--- config.mk ---
export PLATFORM = sky130hd
export DESIGN_NAME = irv_remap
export DESIGN_NICKNAME = d
export VERILOG_FILES = /design/src/hdl/irv_pkg.sv /design/src/hdl/irv_remap.sv /design/src/hdl/irv_sync3.sv
export VERILOG_INCLUDE_DIRS = /design/src /design/src/hdl
export SDC_FILE = /design/constraint.sdc
export NUM_CORES = 1
export LEC_CHECK = 0
export BUFFER_PORTS_ARGS = -buffer_cell sky130_fd_sc_hd__buf_2
export CAP_MARGIN = 20
export CORE_MARGIN = 2
export CORE_UTILIZATION = 40
export CTS_BUF_LIST = sky130_fd_sc_hd__clkbuf_4 sky130_fd_sc_hd__clkbuf_8 sky130_fd_sc_hd__clkbuf_16
export CTS_CLUSTER_DIAMETER = 100
export CTS_CLUSTER_SIZE = 8
export DETAILED_ROUTE_END_ITERATION = 10
export PLACE_DENSITY_LB_ADDON = 0.05
export SYNTH_ARGS = -nofsm -noshare
export SYNTH_HDL_FRONTEND = slang
export SYNTH_SLANG_ARGS = --single-unit
export TNS_END_PERCENT = 20
--- constraint.sdc ---
create_clock -name clock_i -period 7.3 [get_ports clock_i]
set_clock_uncertainty 0.2 [all_clocks]
set_input_delay 0.365 -clock clock_i [delete_from_list [all_inputs] [get_ports clock_i]]
set_output_delay 0.365 -clock clock_i [all_outputs]
set_load 0.03 [all_outputs]
--- src/hdl/irv_params.svh ---
// Purpose: Constants for the interrupt vector remapper
// Assumes: 50 MHz clock, 16-bit processor address bus
// Notes: Vector addresses are byte addresses of the processor
`ifndef IRV_PARAMS_SVH
`define IRV_PARAMS_SVH

`define IRV_CLK_MHZ 50
`define IRV_POR_TIME_NS 2000
`define IRV_POR_CYCLES ((`IRV_POR_TIME_NS * `IRV_CLK_MHZ + 999) / 1000)
`define IRV_LEVELS 8
`define IRV_VEC_RESET_HI 16'hFFFE
`define IRV_VEC_RESET_LO 16'hFFFF
`define IRV_VEC_NMI_HI 16'hFFFC
`define IRV_VEC_NMI_LO 16'hFFFD
`define IRV_VEC_SWI_HI 16'hFFFA
`define IRV_VEC_SWI_LO 16'hFFFB
`define IRV_VEC_IRQ_HI 16'hFFF8
`define IRV_VEC_IRQ_LO 16'hFFF9
`define IRV_ROM_TABLE 16'hFFE8
`define IRV_RWM_TABLE 16'h01E8
`define IRV_LVL_SOFT 3'h0
`define IRV_LVL_TIMER 3'h1
`define IRV_LVL_LINK 3'h4
`define IRV_LVL_DISK1 3'h5
`define IRV_LVL_DISK0 3'h6
`define IRV_LVL_DMA 3'h7

`endif

--- src/hdl/irv_pkg.sv ---
// Purpose: Types for the interrupt vector remapper
// Assumes: Nothing beyond the params header
// Notes: Nothing is imported elsewhere
package irv_pkg;

	typedef struct packed {
		logic valid;
		logic [15:0] addr;
	} irv_cpu_bus_t;

	typedef struct packed {
		logic panel;
		logic switch_n;
	} irv_nmi_src_t;

	typedef enum logic [1:0] {
		IRV_IDLE = 2'h1,
		IRV_HOLD = 2'h2
	} irv_state_t;

endpackage

--- src/hdl/irv_remap.sv ---
// Purpose: Interrupt latch, maskable interrupt request and vector remap
// Assumes: Processor address and valid strobe are on clock_i
// Notes: Remapped address is registered, one cycle behind the input
// Behaviour
// RULE1: After power on, drive an active-low reset pulse to the system and processor.
// RULE2: On reset release the processor fetches its start vector at FFFE and FFFF.
// RULE3: Panel or board switch NMI makes the processor fetch FFFC and FFFD.
// RULE4: Show which source raised NMI as MSB of the adapter's port A.
// RULE5: Software interrupt instruction makes the processor fetch FFFA and FFFB.
// RULE6: Latch eight request inputs onto level lines zero to seven.
// RULE7: Raise maskable interrupt when any unmasked latched level line is active.
// RULE8: Processor acknowledges maskable interrupt by reading FFF8 and FFF9.
// RULE9: Replace FFF8/FFF9 with a pair in the table at FFE8 chosen by level.
// RULE10: In boot-load phase the pair addresses the table at 01E8-01F7 instead.
// RULE11: Highest active unmasked level wins; pair at twice the level in table.
// RULE12: Requests stay until withdrawn; only vector fetch addresses are remapped.
`timescale 1ns/1ns
`default_nettype none
`include "irv_params.svh"
module irv_remap (
	// Clock and reset
	input wire logic clock_i,
	input wire logic rst_b_i,
	// Interrupt request pins, level 0 to 7
	input wire logic [7:0] irq_req_i,
	// Level mask, high suppresses a level
	input wire logic [7:0] irq_mask_i,
	// NMI sources
	input wire irv_pkg::irv_nmi_src_t nmi_src_i,
	// Boot-load phase
	input wire logic boot_load_phase_i,
	// Processor address bus
	input wire irv_pkg::irv_cpu_bus_t cpu_bus_i,
	// Remapped address bus
	output irv_pkg::irv_cpu_bus_t mem_bus_o,
	// Processor interrupt and reset lines
	output logic irq_b_o,
	output logic nmi_b_o,
	output logic sys_reset_b_o,
	// Status to parallel interface adapter
	output logic [7:0] irq_level_lines_o,
	output logic nmi_source_o
);
	localparam int POR_W = $clog2(`IRV_POR_CYCLES + 1);
	localparam logic [POR_W-1:0] POR_LAST = POR_W'(`IRV_POR_CYCLES);

	logic rst_s1_r;
	logic rst_s2_r;
	logic rst_s1_nxt;
	logic rst_s2_nxt;
	logic rst_b;

	logic [7:0] req_sync;
	logic [1:0] nmi_sync;

	logic [7:0] lvl_r;
	logic [7:0] lvl_nxt;
	logic nmi_src_r;
	logic nmi_src_nxt;
	logic [POR_W-1:0] por_cnt_r;
	logic [POR_W-1:0] por_cnt_nxt;
	logic por_b_r;
	logic por_b_nxt;
	logic irq_b_r;
	logic irq_b_nxt;
	logic nmi_b_r;
	logic nmi_b_nxt;

	irv_pkg::irv_state_t state_r;
	irv_pkg::irv_state_t state_nxt;
	logic [2:0] held_lvl_r;
	logic [2:0] held_lvl_nxt;
	irv_pkg::irv_cpu_bus_t bus_r;
	irv_pkg::irv_cpu_bus_t bus_nxt;

	logic [7:0] active;
	logic [2:0] top_lvl;

	// Table address for a level and low/high byte of the pair
	function automatic logic [15:0] irv_vec_addr(input logic boot, input logic [2:0] lvl,
		input logic lo);
		logic [15:0] base;
		base = boot ? `IRV_RWM_TABLE : `IRV_ROM_TABLE;
		irv_vec_addr = base + {12'h000, lvl, lo};
	endfunction

	// Reset release through two flip-flops
	always_comb begin
		rst_s1_nxt = 1'b1;
		rst_s2_nxt = rst_s1_r;
	end

	always_ff @(posedge clock_i or negedge rst_b_i) begin
		if (!rst_b_i) begin
			rst_s1_r <= 1'b0;
			rst_s2_r <= 1'b0;
		end else begin
			rst_s1_r <= rst_s1_nxt;
			rst_s2_r <= rst_s2_nxt;
		end
	end
	assign rst_b = rst_s2_r;

	irv_sync3 #(.W(8)) u_req_sync (
		.clock_i(clock_i),
		.rst_b_i(rst_b),
		.d_i(irq_req_i),
		.q_o(req_sync)
	);

	irv_sync3 #(.W(2)) u_nmi_sync (
		.clock_i(clock_i),
		.rst_b_i(rst_b),
		.d_i({nmi_src_i.panel, ~nmi_src_i.switch_n}),
		.q_o(nmi_sync)
	);

	// Highest unmasked active level
	always_comb begin
		active = lvl_r & ~irq_mask_i;
		top_lvl = 3'h0;
		for (int i = 0; i < `IRV_LEVELS; i++) begin
			if (active[i]) begin
				top_lvl = 3'(i); // RULE11
			end
		end
	end

	// Latch and interrupt lines
	always_comb begin
		lvl_nxt = req_sync; // RULE6 RULE12
		irq_b_nxt = ~(|active); // RULE7
		nmi_b_nxt = ~(|nmi_sync);
		nmi_src_nxt = nmi_src_r;
		if (nmi_sync[1]) begin
			nmi_src_nxt = 1'b1; // RULE4
		end else if (nmi_sync[0]) begin
			nmi_src_nxt = 1'b0; // RULE4
		end
	end

	always_ff @(posedge clock_i or negedge rst_b) begin
		if (!rst_b) begin
			lvl_r <= 8'h00;
			irq_b_r <= 1'b1;
			nmi_b_r <= 1'b1;
			nmi_src_r <= 1'b0;
		end else begin
			lvl_r <= lvl_nxt;
			irq_b_r <= irq_b_nxt;
			nmi_b_r <= nmi_b_nxt;
			nmi_src_r <= nmi_src_nxt;
		end
	end

	// Power-on pulse to the system and processor
	always_comb begin
		por_cnt_nxt = por_cnt_r;
		por_b_nxt = por_b_r;
		if (por_cnt_r != POR_LAST) begin
			por_cnt_nxt = por_cnt_r + POR_W'(1);
		end else begin
			por_b_nxt = 1'b1; // RULE1
		end
	end

	always_ff @(posedge clock_i or negedge rst_b) begin
		if (!rst_b) begin
			por_cnt_r <= '0;
			por_b_r <= 1'b0;
		end else begin
			por_cnt_r <= por_cnt_nxt;
			por_b_r <= por_b_nxt;
		end
	end

	// Vector fetch remap; level frozen between the two bytes
	always_comb begin
		state_nxt = state_r;
		held_lvl_nxt = held_lvl_r;
		bus_nxt = cpu_bus_i; // RULE12
		case (state_r)
			irv_pkg::IRV_IDLE: begin
				if (cpu_bus_i.valid && cpu_bus_i.addr == `IRV_VEC_IRQ_HI) begin // RULE8
					held_lvl_nxt = top_lvl;
					bus_nxt.addr = irv_vec_addr(boot_load_phase_i, top_lvl, 1'b0); // RULE9 RULE10
					state_nxt = irv_pkg::IRV_HOLD;
				end else if (cpu_bus_i.valid && cpu_bus_i.addr == `IRV_VEC_IRQ_LO) begin
					bus_nxt.addr = irv_vec_addr(boot_load_phase_i, top_lvl, 1'b1); // RULE9 RULE10
				end
			end
			irv_pkg::IRV_HOLD: begin
				if (cpu_bus_i.valid && cpu_bus_i.addr == `IRV_VEC_IRQ_LO) begin
					bus_nxt.addr = irv_vec_addr(boot_load_phase_i, held_lvl_r, 1'b1); // RULE9 RULE10
					state_nxt = irv_pkg::IRV_IDLE;
				end else if (cpu_bus_i.valid && cpu_bus_i.addr == `IRV_VEC_IRQ_HI) begin
					held_lvl_nxt = top_lvl;
					bus_nxt.addr = irv_vec_addr(boot_load_phase_i, top_lvl, 1'b0); // RULE9 RULE10
				end else if (cpu_bus_i.valid) begin
					state_nxt = irv_pkg::IRV_IDLE;
				end
			end
			default: begin
				state_nxt = irv_pkg::IRV_IDLE;
			end
		endcase
	end

	always_ff @(posedge clock_i or negedge rst_b) begin
		if (!rst_b) begin
			state_r <= irv_pkg::IRV_IDLE;
			held_lvl_r <= 3'h0;
			bus_r <= '0;
		end else begin
			state_r <= state_nxt;
			held_lvl_r <= held_lvl_nxt;
			bus_r <= bus_nxt;
		end
	end

	assign mem_bus_o = bus_r;
	assign irq_b_o = irq_b_r;
	assign nmi_b_o = nmi_b_r;
	assign sys_reset_b_o = por_b_r;
	assign irq_level_lines_o = lvl_r;
	assign nmi_source_o = nmi_src_r;
endmodule
`default_nettype wire

--- src/hdl/irv_sync3.sv ---
// Purpose: Three-stage input synchroniser with agreement filter
// Assumes: Asynchronous inputs, one clock domain
// Notes: Output changes only when stages two and three agree
`timescale 1ns/1ns
`default_nettype none
module irv_sync3 #(
	parameter int W = 1
) (
	// Clock and reset
	input wire logic clock_i,
	input wire logic rst_b_i,
	// Data
	input wire logic [W-1:0] d_i,
	output logic [W-1:0] q_o
);
	logic [W-1:0] s1_r;
	logic [W-1:0] s2_r;
	logic [W-1:0] s3_r;
	logic [W-1:0] q_r;
	logic [W-1:0] q_nxt;

	always_comb begin
		for (int i = 0; i < W; i++) begin
			q_nxt[i] = (s2_r[i] == s3_r[i]) ? s2_r[i] : q_r[i];
		end
	end

	always_ff @(posedge clock_i or negedge rst_b_i) begin
		if (!rst_b_i) begin
			s1_r <= '0;
			s2_r <= '0;
			s3_r <= '0;
			q_r <= '0;
		end else begin
			s1_r <= d_i;
			s2_r <= s1_r;
			s3_r <= s2_r;
			q_r <= q_nxt;
		end
	end

	assign q_o = q_r;
endmodule
`default_nettype wire

======== Yosys cells after proc, flatten, opt, wreduce, memory -nomap -nowiden ========
Cells that the tools add are included.
Widths: inputs -> output; s select.
storage, ports and cells
  memories ................................ 0
  ROM bits ................................ 0
  word-level logic and storage cells ...... 87
  memory bits (writable) .................. 0
  bits in latches ......................... 0
  register bits after elaboration ......... 83
cells by class
  muxes and demuxes ....................... 23
  divide/modulo/power cells ............... 0
  add/subtract/negate cells ............... 4
  multipliers ............................. 0
  eq/ne operators ......................... 19
  shift-type cells ........................ 0
  bitwise operators ....................... 5
  magnitude comparators ................... 0
  reductions and logical operators ........ 8
operators by type and width
  cell                  number
  $mux 16               5
  $add 16x4->16         3
  $eq 16x16->1 const B  2
  $pmux 16 s2           1
  $mux 3                8
  $eq 1x1->1            10
  $and 8x8->8           1
  $mux 2                4
  $not 8->8             1
  $reduce_or 8->1       1
  $add 7x1->7 const B   1
  $ne 7x7->1 const B    1
  $ne 3x3->1 const B    2
  $pmux 3 s2            1
  $ne 2x2->1 const B    2
  $pmux 2 s2            1
  $reduce_bool 2->1     2
  $mux 1                3
  $not 1->1             3
  $reduce_and 3->1      1
  $eq 2x1->1 const B    1
  $eq 2x2->1 const B    1
  $logic_and 1x1->1     2
  $reduce_and 2->1      1
  $reduce_or 2->1       1

======== Depth between registers and ports, before layout ========
Gate-level depths: netlist of run 1.
  depth after elaboration ................. 13
  depth in mapped cells ................... 7
  mapped depth without buffers ............ 6

======== By module ========
From an unflattened synthesis of run 1, not the netlist that was laid out.
second synthesis, totals
  cells, all modules ...................... 201
  area, all modules ....................... 2920.3 um^2
by module, submodules not included
  module                  times used  area each (um^2)  seq. area each (um^2)  cells an instance
  irv_remap               1           1806.7            1079.8                 151
  irv_sync3 (u_req_sync)  1           890.9             800.8                  40
  irv_sync3 (u_nmi_sync)  1           222.7             200.2                  10

======== Worst setup path before layout of run 1 ========
OpenSTA, ideal clock, no wires.
  path type ............................... input port to flip-flop
  from .................................... input cpu_bus_i[2] (netlist name)
  to ...................................... register held_lvl_r[2]
  data arrival time ....................... 1.708 ns
  path buffers ............................ 1
  slack ................................... 5.265 ns
  stages on the path ...................... 5
  data required time ...................... 6.972 ns
  cells stage by stage .................... nand4bb_1 or4_1 buf_6 nor3_4 mux2_1
on the way
  longest elaborated chain between the ends .. 5
  elaborated cells on any way between the ends .. 9
ends and longest elaborated chain
  what                                RTL line          text
  start, declared                     irv_remap.sv:33   input wire irv_pkg::irv_cpu_bus_t cpu_bus_i,
  $eq 16x16->1 (no source line)       -
  $logic_and 1x1->1 (no source line)  -
  $mux 3 (2 in a row)                 -
  $pmux 3 s2                          -
  end signal, assigned                irv_remap.sv:216  held_lvl_r <= held_lvl_nxt;
  end, declared                       irv_remap.sv:71   logic [2:0] held_lvl_r;
Several ways; a longest one is shown, not always the timed one. The select of a mux whose other input is x is not followed.
A chain may end at the register's enable or synchronous reset.

======== Worst setup path after layout of run 1 ========
  from .................................... input cpu_bus_i[16] (netlist name)
  to ...................................... register held_lvl_r[0]
on the way
  longest elaborated chain between the ends .. 4
  elaborated cells on any way between the ends .. 7
ends and longest elaborated chain
  what
  $logic_and 1x1->1 (no source line)
  $mux 3 (2 in a row)
  $pmux 3 s2
Several ways; a longest one is shown, not always the timed one. The select of a mux whose other input is x is not followed.

==> results.txt, run 1 <==
Routability-driven placement congestion ratio -> 0.7957
MaxCap Viol Count -> 0
GRT overflow -> 0
Netlist cell types -> 40
Most frequent cell after synthesis -> dfrtp_1
Die area -> 7846 um^2
Wire length of the first global-routing pass -> 7797 um
Worst setup margin -> 4.973 ns
Initial cell density of the core -> 41.66%
Combinational power share -> 8.7%
Design area -> 3662 um^2
Input/output buffers -> 66
Post_cts resized -> 0
Die Span X -> 88.58 um
Top cells by area, synth -> dfrtp_1 (70%), maj3_1 (3.5%), nor2b_1 (2.8%)
Clk pwr share -> 37.6%
Drt pass-1 iters -> 4
Critical path arrival -> 2.36 ns
Sink Count -> 83
Mapped Avg Cell Area -> 14.38 um^2
Max IR drop VDD -> 0.1273 mV
Hold_ws -> 0.0002740 ns
Post-synth top area share -> 69.96%
Clock buffer depth -> 2
DRC violations left -> 0
Area Overhead vs Synth -> 27.98%
Syn Nets -> 241
Layout cells sized above 1 -> 31.85%
Via-to-Cell Ratio -> 4.503
Initial antenna violation count -> 0
RSZ-0062 raised after global routing -> no
Simple-gate share of the synthesized area -> 10.36%
Main combinational cell family by area after synthesis -> simple AND/OR/NAND/NOR gates
CP Max Fanout -> 6
Dpl cell area -> 3299 um^2
Setup-failing EPs final -> 0
Post-route ant nets -> 0
Vias after detailed routing -> 1747
Switch Pwr -> 242.4 uW
Max frequency -> 429.7 MHz
Area leader, netlist -> dfrtp_1
FF-to-FF setup slack -> 5.13 ns
Required time worst endpoint -> 7.34 ns
Num ports -> 67
DRT iter0 DRCs -> 46
DP HPWL -> 3323 um
Setup TNS Final -> 0 ns
FFs w/ async S/R, synth -> 100.0%
RR Startpoint -> state_r[0]
Sequential-to-total area share from yosys stat -> 72.72%
Vias in the first global route -> 1673
Root buf cell -> clkbuf_8
Switching Share -> 26.11%
CP endpoint kind -> flip-flop
Int Pwr -> 685.9 uW
Synthesized area -> 2861 um^2
Rel. slew slack -> 56.13%
Power per cell area -> 253.5 nW/um^2
Worst-Margin Slew -> 0.6566 ns
Post-synth EDFFs -> 0
Multiplexer share of the synthesized area -> 1.574%
Post-Synth Adder-Cell Area -> 5.247%
Placement Setup Slack -> 5.041 ns
Top FF cell, synth -> dfrtp_1
Final hold vios -> 0
Clk Latency, worst-skew pair -> 0.35 ns
Final wirelength -> 4755 um
Worst setup SP type -> primary input
Mapped Cells -> 199
Status -> finished clean
Compound-Gate Fraction of Synth Area -> 5.990%
Mean routed wirelength per cell -> 12.26 um
Overall Power -> 928.3 uW
Commonest cells post-synth -> dfrtp_1 (80), nor2b_1 (13), inv_1 (12), nor2_1 (11), maj3_1 (10)
Final Max Tran Viols -> 0
H-tree levels -> 3
TritonCTS Buffers -> 9
Worst-path clk slew -> 0.09 ns
Pleak -> 0.001732 uW
Overall routing resource usage -> 13.39%
Seq cells post-synth -> 83
Min-delay worst type -> flip-flop to asynchronous set/reset pin
Reg power frac -> 53.7%
Crit Path Class -> primary input to flip-flop
Largest net degree at the start of global routing -> 82
# diodes -> 0
Tmin final -> 2.327 ns
Row count -> 30
Setup Buffers After CTS -> 0
Total core area -> 6869 um^2
CTS tree -> built
Post-synthesis xor/xnor area fraction -> 1.836%
Die Ht -> 88.58 um
Cts hold-fix bufs -> 12
Final #Nets -> 329
Yosys warns -> 0
Crit path launch -> cpu_bus_i[16]
Period Utilization, post-route -> 31.88%
final cells by class:
cell class	instances	area (um^2)
fillers	601	3207
inverters	12	45.04
repair buffers	79	478.0
multi-input cells	102	719.4
clock inverters	7	91.34
clock buffers	9	123.9
well taps	96	120.1
flip-flops and latches	83	2085
placed cells by master, fill, tap and decap left out, types with 2 or more instances in the layout:
| cell | instances |
|---|---|
| dfrtp_1 | 79 |
| buf_2 | 66 |
| nor2b_1 | 13 |
| inv_1 | 12 |
| dlygate4sd3_1 | 12 |
| nor2_1 | 11 |
| maj3_1 | 10 |
| clkbuf_8 | 9 |
| a21oi_1 | 7 |
| nand2b_1 | 6 |
| o21ai_0 | 6 |
| nand3_1 | 5 |
| xnor2_1 | 5 |
| nand4_1 | 4 |
| ha_1 | 4 |
| inv_8 | 4 |
| nand2_1 | 3 |
| dfstp_2 | 3 |
| mux2_2 | 2 |
| o31ai_1 | 2 |
| a21o_1 | 2 |
| mux2_1 | 2 |
power groups by stage:
stage / clock [uW] / combinational [uW] / sequential, uW
finish: 349 / 80.7 / 498
detailed placement: 0 / 68.8 / 515
floorplan: 0 / 18.2 / 533
global placement: 0 / 68.5 / 514
global route: 383 / 89.0 / 502
CTS: 361 / 73.9 / 506
metal layers:
metal / share of wire, % / GRT usage (%) / vias to the layer above
met2: 48 / 20.51 / 51
met3: 6.6 / 5.317 / 10
li1: - / - / 849
met5: 0 / 0 / -
met1: 43 / 16.53 / 837
met4: 2.2 / 6.749 / 0
worst paths after layout:
path,to,cells past startpoint
hold / removal,u_nmi_sync.q_o[0],0
max in group asynchronous,state_r[0],1
setup / recovery,held_lvl_r[0],6
hold reg to reg,u_nmi_sync.q_o[0],0
setup reg to reg,mem_bus_o[14],6
min in group clock_i,irq_b_o,3
critical path: stages:
cell and delay (ns):
dlygate4sd3_1 0.52, buf_2 0.12, nand4_1 0.14, or4_1 0.65
nor3_4 0.23, mux2_1 0.34
kinds of logic after synthesis:
kind of cell,count (synthesis)
other cells,1
buf+inv,14
mux,4
xor+xnor,6
fa+ha+maj,14
flops,83
compound gates,26
simple gates,51
registers in the layout, indices dropped and copies added, names as in the netlist, 3 cells and up:
register	flops
por_cnt_r	7
irq_level_lines_o	8
u_req_sync.s2_r	8
held_lvl_r	3
mem_bus_o	17
u_req_sync.q_o	8
u_req_sync.s1_r	8
u_req_sync.s3_r	8
metrics by stage:
step / instances / utilization [%]
after global routing: 388 / 53.32
after CTS: 387 / 52.91
final: 388 / 53.32
after detailed placement: 359 / 48.03
after floorplan: 199 / -
after global placement: 359 / 48.03
Power figures use the tool's default switching activity.
==> run 2, diff against run 1 <==
Clock period 7.3 ns to 1.9 ns, I/O delays scaled along.
==> run 2 against run 1 <==
- die area is the same
- cell count is 9.3% higher
- clock-buffer cell count is 1 higher
- flip-flop and latch count unchanged
- setup slack worse by 4.9 ns
- final area increased by 8.7%
- routed wire length increased by 12%
- critical endpoint is now held_lvl_r[2]
==> results.txt, run 2 (synthesized netlist as in run 1, its figures left out) <==
Status -> finished clean
# diodes -> 0 (unchanged)
Final hold vios -> 0 (unchanged)
Commonest cells after routing, fill and taps aside -> dfrtp_1 (79), buf_2 (66), dlygate4sd3_1 (34), buf_4 (14), nor2b_1 (13)
Post-route ant nets -> 0 (unchanged)
Die Span X -> 88.58 um (unchanged)
Levels on crit path -> 5 (-1)
Int Pwr -> 2682 uW (+290%)
Number of buffers and inverters on the critical path -> 1 (-1)
Total core area -> 6869 um^2 (unchanged)
Setup TNS Final -> 0 ns (unchanged)
Layout cells sized above 1 -> 33.23% (+1.4 points)
Setup Buffers After CTS -> 0 (unchanged)
Routability-driven placement congestion ratio -> 0.8258 (+3.8%)
TritonCTS Buffers -> 9 (unchanged)
Setup-failing EPs final -> 0 (unchanged)
CP max-delay cell -> dfstp_2
Power per cell area -> 899.3 nW/um^2 (+250%)
Die Ht -> 88.58 um (unchanged)
RR Startpoint -> state_r[0]
Sink Count -> 83 (unchanged)
Initial cell density of the core -> 41.66% (unchanged)
Crit path to -> held_lvl_r[2]
Placement Setup Slack -> -0.07362 ns (-5.115 ns)
Min-delay worst type -> primary input to flip-flop
Vias in the first global route -> 1949 (+16%)
Root buf cell -> clkbuf_8
Crit-path max cell delay -> 0.55 ns (-0.10 ns)
Crit path max-delay family -> flip-flops
Most common cell after layout, fill and taps aside -> dfrtp_1
Switch Pwr -> 899.7 uW (+270%)
GRT overflow -> 0 (unchanged)
Clk Latency, worst-skew pair -> 0.35 ns (about the same)
Worst-path clk slew -> 0.08 ns (about the same)
MaxCap Viol Count -> 0 (unchanged)
Combinational power share -> 9.9% (+1.2 points)
Row count -> 30 (unchanged)
Final wirelength -> 5315 um (+12%)
Reg2reg end -> held_lvl_r[2]
Tmin final -> 1.804 ns
H-tree levels -> 3 (unchanged)
Worst setup margin -> 0.09632 ns (-4.877 ns)
CP endpoint kind -> flip-flop
Final #Nets -> 365 (+11%)
Reg power frac -> 53.7% (about the same)
Die area -> 7846 um^2 (unchanged)
Placed cells -> 374 (+4.2%)
Design area -> 3983 um^2 (+8.7%)
Clk pwr share -> 36.5% (-1.1 points)
Dpl cell area -> 3425 um^2 (+3.8%)
FF-to-FF setup slack -> 0.1 ns (-5.03 ns)
Max IR drop VDD -> 0.5592 mV (+340%)
Crit path launch -> state_r[0]
DRC violations left -> 0 (unchanged)
Via-to-Cell Ratio -> 4.493 (-0.21%)
Fill count -> 604 (+0.50%)
Max reg flops -> 17 (unchanged)
Area Overhead vs Synth -> 39.18%
Worst setup SP type -> flip-flop
CTS tree -> built
Final Max Tran Viols -> 0 (unchanged)
Period Utilization, post-route -> 94.93%
Required time worst endpoint -> 1.94 ns (-5.40 ns)
Drt pass-1 iters -> 4 (unchanged)
Largest net degree at the start of global routing -> 38 (-54%)
Crit Path Class -> flip-flop to flip-flop
Switching Share -> 25.12% (-0.99 points)
Wire length of the first global-routing pass -> 8901 um (+14%)
Pleak -> 0.001889 uW (+9.1%)
Input/output buffers -> 66 (unchanged)
DRT iter0 DRCs -> 53 (+15%)
CP Max Fanout -> 4 (-2)
Critical path arrival -> 1.84 ns (-0.52 ns)
Clock buffer depth -> 2 (unchanged)
DP HPWL -> 3554 um (+6.9%)
Layout Cells excl Fill -> 424 (+9.3%)
Mean routed wirelength per cell -> 12.54 um (+2.3%)
RSZ-0062 raised after global routing -> no
Worst Reg-to-Reg Cells -> 5 (-1)
Max frequency -> 554.4 MHz
Overall routing resource usage -> 15.39% (+2.0 points)
Initial antenna violation count -> 0 (unchanged)
Crit-path cells -> ha_1, nor2_2, buf_4, nor3_4, mux2_1
Vias after detailed routing -> 1905 (+9.0%)
Num ports -> 67 (unchanged)
[run 2: cell types whose count changed in the layout (fill, tap and decap cells not counted)]
cell,change
dlygate4sd3_1,+22
buf_4,+14
inv_8,-3
a2111oi_0,-1
a2111oi_2,+1
buf_12,+1
buf_16,-1
clkbuf_8,+1
clkinv_2,+1
clkinv_4,+1
nor2_1,-1
nor2_2,+1
[run 2: worst reg2reg max path, stage by stage, from the launching register on]
cell and delay (ns):
dfstp_2 0.55, ha_1 0.19, nor2_2 0.05, buf_4 0.15, nor3_4 0.22, mux2_1 0.35
[run 2: power groups by stage]
stage / clock network, uW / registers [uW] / logic, uW
after global placement: 0 / 1960 / 295
after global routing: 1440 / 1940 / 385
after detailed placement: 0 / 1960 / 297
final: 1310 / 1920 / 353
after CTS: 1360 / 1930 / 353
after floorplan: 0 / 2050 / 69.9
[run 2: worst min path at each step]
stage | start | to | cells past startpoint
2_1_floorplan | rst_b_i | rst_b | 0
3_3_place_gp | rst_b_i | rst_s1_r | 1
3_5_place_dp | rst_b_i | rst_s1_r | 1
4_1_cts | irq_mask_i[5] | irq_b_o | 4
5_1_grt | irq_mask_i[5] | irq_b_o | 4
6_report | irq_mask_i[5] | irq_b_o | 4
[run 2: through the flow]
step                      utilization, %  hold slack [ns]  total power, uW
after floorplan                        -          -0.4006             2118
after global placement             49.85          -0.3186             2253
after detailed placement           49.85          -0.3149             2259
after CTS                          57.85          0.02566             3639
after global routing               57.98          0.04281             3762
final                              57.98          0.02862             3581
[run 2: metal layers]
layer,GRT usage (%),wire [um],up-vias
li1,-,-,930
met1,18.48,2333,905
met2,24.54,2568,58
met3,4.851,275,12
met4,8.815,138,0
met5,0,0,-
[run 2: timing repair]
item                       4_1_cts  5_1_grt
setup endpoints to repair        0        3
gates resized for setup          0        3
hold endpoints to repair        35        0
hold buffers                    34        0
[run 2: layout make-up]
type	count	area, um^2	share of cell area (%)
clock inverters	6	71.32	1.791
multi-input cells	102	728.2	18.28
repair buffers	115	795.8	19.98
inverters	12	45.04	1.131
well taps	96	120.1	3.016
flip-flops and latches	83	2085	52.34
clock buffers	10	137.6	3.456
==> run 3, diff against run 2 <==
Settings changed: CELL_PAD_IN_SITES_DETAIL_PLACEMENT from default to 2, CELL_PAD_IN_SITES_GLOBAL_PLACEMENT from default to 2, CORE_UTILIZATION 40 to 32.
==> run 3 against run 2 <==
- maximum frequency decreased by 0.27%
- sequential share of layout area increased by 0.12 points
- combinational power increased by 2%
- register-to-register slack about the same
- non-clock buffer count increased by 1
- largest cell class unchanged
- total power decreased by 3.5%
- highest routed layer unchanged
==> results.txt, run 3 (synthesized netlist as in run 1, its figures left out) <==
Final hold vios -> 0 (unchanged)
Placement Setup Slack -> -0.08973 ns (-0.01611 ns)
Dpl cell area -> 3462 um^2 (+1.1%)
Crit Path Class -> flip-flop to flip-flop
Max IR drop VDD -> 0.5251 mV (-6.1%)
Via-to-Cell Ratio -> 4.561 (+1.5%)
Initial cell density of the core -> 32.97% (-8.7 points)
Total core area -> 8678 um^2 (+26%)
Root buf cell -> clkbuf_8
FF+latch area -> 2085 um^2 (unchanged)
Critical path arrival -> 1.85 ns (about the same)
Tmin final -> 1.809 ns (+0.004907 ns)
Commonest cells after routing, fill and taps aside -> dfrtp_1 (79), buf_2 (66), dlygate4sd3_1 (32), buf_4 (17), nor2b_1 (13)
Setup-failing EPs final -> 0 (unchanged)
CP Max Fanout -> 5 (+1)
Design area -> 3974 um^2 (-0.22%)
Post-route ant nets -> 0 (unchanged)
Reg2reg end -> por_cnt_r[1]
# diodes -> 0 (unchanged)
Die area -> 9715 um^2 (+24%)
Multi-input logic area -> 729.5 um^2 (+0.17%)
Vias in the first global route -> 2261 (+16%)
GRT overflow -> 0 (unchanged)
Power per cell area -> 869.9 nW/um^2 (-3.3%)
Die Span X -> 98.57 um (+11%)
RSZ-0062 raised after global routing -> no
Fill count -> 911 (+51%)
Input/output buffers -> 66 (unchanged)
Final Max Tran Viols -> 0 (unchanged)
Mean routed wirelength per cell -> 15.35 um (+22%)
Status -> finished clean
CTS tree -> built
Final #Nets -> 366 (+0.27%)
Pleak -> 0.001877 uW (-0.67%)
FF-to-FF setup slack -> 0.09 ns (about the same)
Layout cells sized above 1 -> 34.35% (+1.1 points)
Clock buffer depth -> 2 (unchanged)
DP HPWL -> 4680 um (+32%)
Initial antenna violation count -> 0 (unchanged)
Sink Count -> 83 (unchanged)
H-tree levels -> 3 (unchanged)
Min-delay worst type -> primary input to flip-flop
Area Overhead vs Synth -> 38.87%
Worst Reg-to-Reg Cells -> 5 (unchanged)
DRC violations left -> 0 (unchanged)
Most common cell after layout, fill and taps aside -> dfrtp_1
Max reg flops -> 17 (unchanged)
Worst setup margin -> 0.09141 ns (-0.004907 ns)
Wire length of the first global-routing pass -> 11410 um (+28%)
TritonCTS Buffers -> 9 (unchanged)
Worst-path clk slew -> 0.09 ns (about the same)
Final wirelength -> 6710 um (+26%)
Period Utilization, post-route -> 95.19% (+0.26 points)
Row count -> 34 (+13%)
Setup Buffers After CTS -> 0 (unchanged)
Hold EP -> irq_b_o
Die Ht -> 98.57 um (+11%)
Clk Latency, worst-skew pair -> 0.35 ns (about the same)
Max frequency -> 552.9 MHz (-0.27%)
Largest net degree at the start of global routing -> 33 (-13%)
Required time worst endpoint -> 1.94 ns (about the same)
Num ports -> 67 (unchanged)
Cells on Worst Hold Path -> 3 (-1)
Layout Cells excl Fill -> 437 (+3.1%)
DRT iter0 DRCs -> 16 (-70%)
Worst setup SP type -> flip-flop
Overall routing resource usage -> 15.42% (+0.030 points)
MaxCap Viol Count -> 0 (unchanged)
Routability-driven placement congestion ratio -> 0.7378 (-11%)
RR Startpoint -> por_cnt_r[1]
Placed cells -> 389 (+4.0%)
Vias after detailed routing -> 1993 (+4.6%)
Hold Path Origin -> irq_mask_i[3]
CP endpoint kind -> flip-flop
Drt pass-1 iters -> 4 (unchanged)
[run 3: worst max-delay path, cell delays in order, from the launching register on]
cell and delay, ns:
dfrtp_1 0.44, inv_1 0.08, ha_1 0.15, nand4b_1 0.09
nor3b_1 0.35, mux2_2 0.39
[run 3: cell type report]
cell class / count / area share (%)
timing repair buffer: 116 / 20.09
tap: 108 / 3.401
inverter: 12 / 1.134
multi-input combinational: 102 / 18.36
sequential: 83 / 52.46
clock inverter: 7 / 1.448
clock buffer: 9 / 3.117
[run 3: repair_timing]
item	CTS	global route
endpoints found under the hold margin	35	0
setup endpoints to repair	0	11
hold buffers	32	0
resized for setup	0	3
[run 3: stage by stage]
step	total power, uW	hold slack (ns)	utilization [%]	setup TNS, ns
2_1_floorplan	2118	-0.4006	-	-0.4159
3_3_place_gp	2259	-0.3176	39.89	-0.1057
3_5_place_dp	2272	-0.3165	39.89	-0.2254
4_1_cts	3518	0.008461	45.67	0
5_1_grt	3634	0.03155	45.79	0
6_report	3457	0.003334	45.79	0
[run 3: how the worst max path moves through the flow]
stage,startpoint,endpoint,slack (ns),cells past startpoint
CTS,state_r[0],held_lvl_r[0],0.004,6
floorplan,state_r[0],mem_bus_o[10],-0.05,7
global route,por_cnt_r[1],por_cnt_r[1],0.0008,5
detailed placement,cpu_bus_i[2],held_lvl_r[0],-0.09,5
finish,por_cnt_r[1],por_cnt_r[1],0.09,5
global placement,cpu_bus_i[2],held_lvl_r[2],-0.05,5
[run 3: report_power, final]
| group | total [uW] | internal (uW) | switching (uW) |
|---|---|---|---|
| combinational | 359 | 155 | 204 |
| sequential | 1920 | 1870 | 57.5 |
| clock | 1170 | 495 | 680 |
| total | 3460 | 2520 | 941 |
[run 3: metal layers]
metal | track usage, % | up-vias | share of wire [%]
met1 | 18.51 | 999 | 41
met3 | 3.688 | 14 | 5.6
met5 | 0 | - | 0
met2 | 25.90 | 60 | 51
li1 | - | 920 | -
met4 | 7.903 | 0 | 2.5
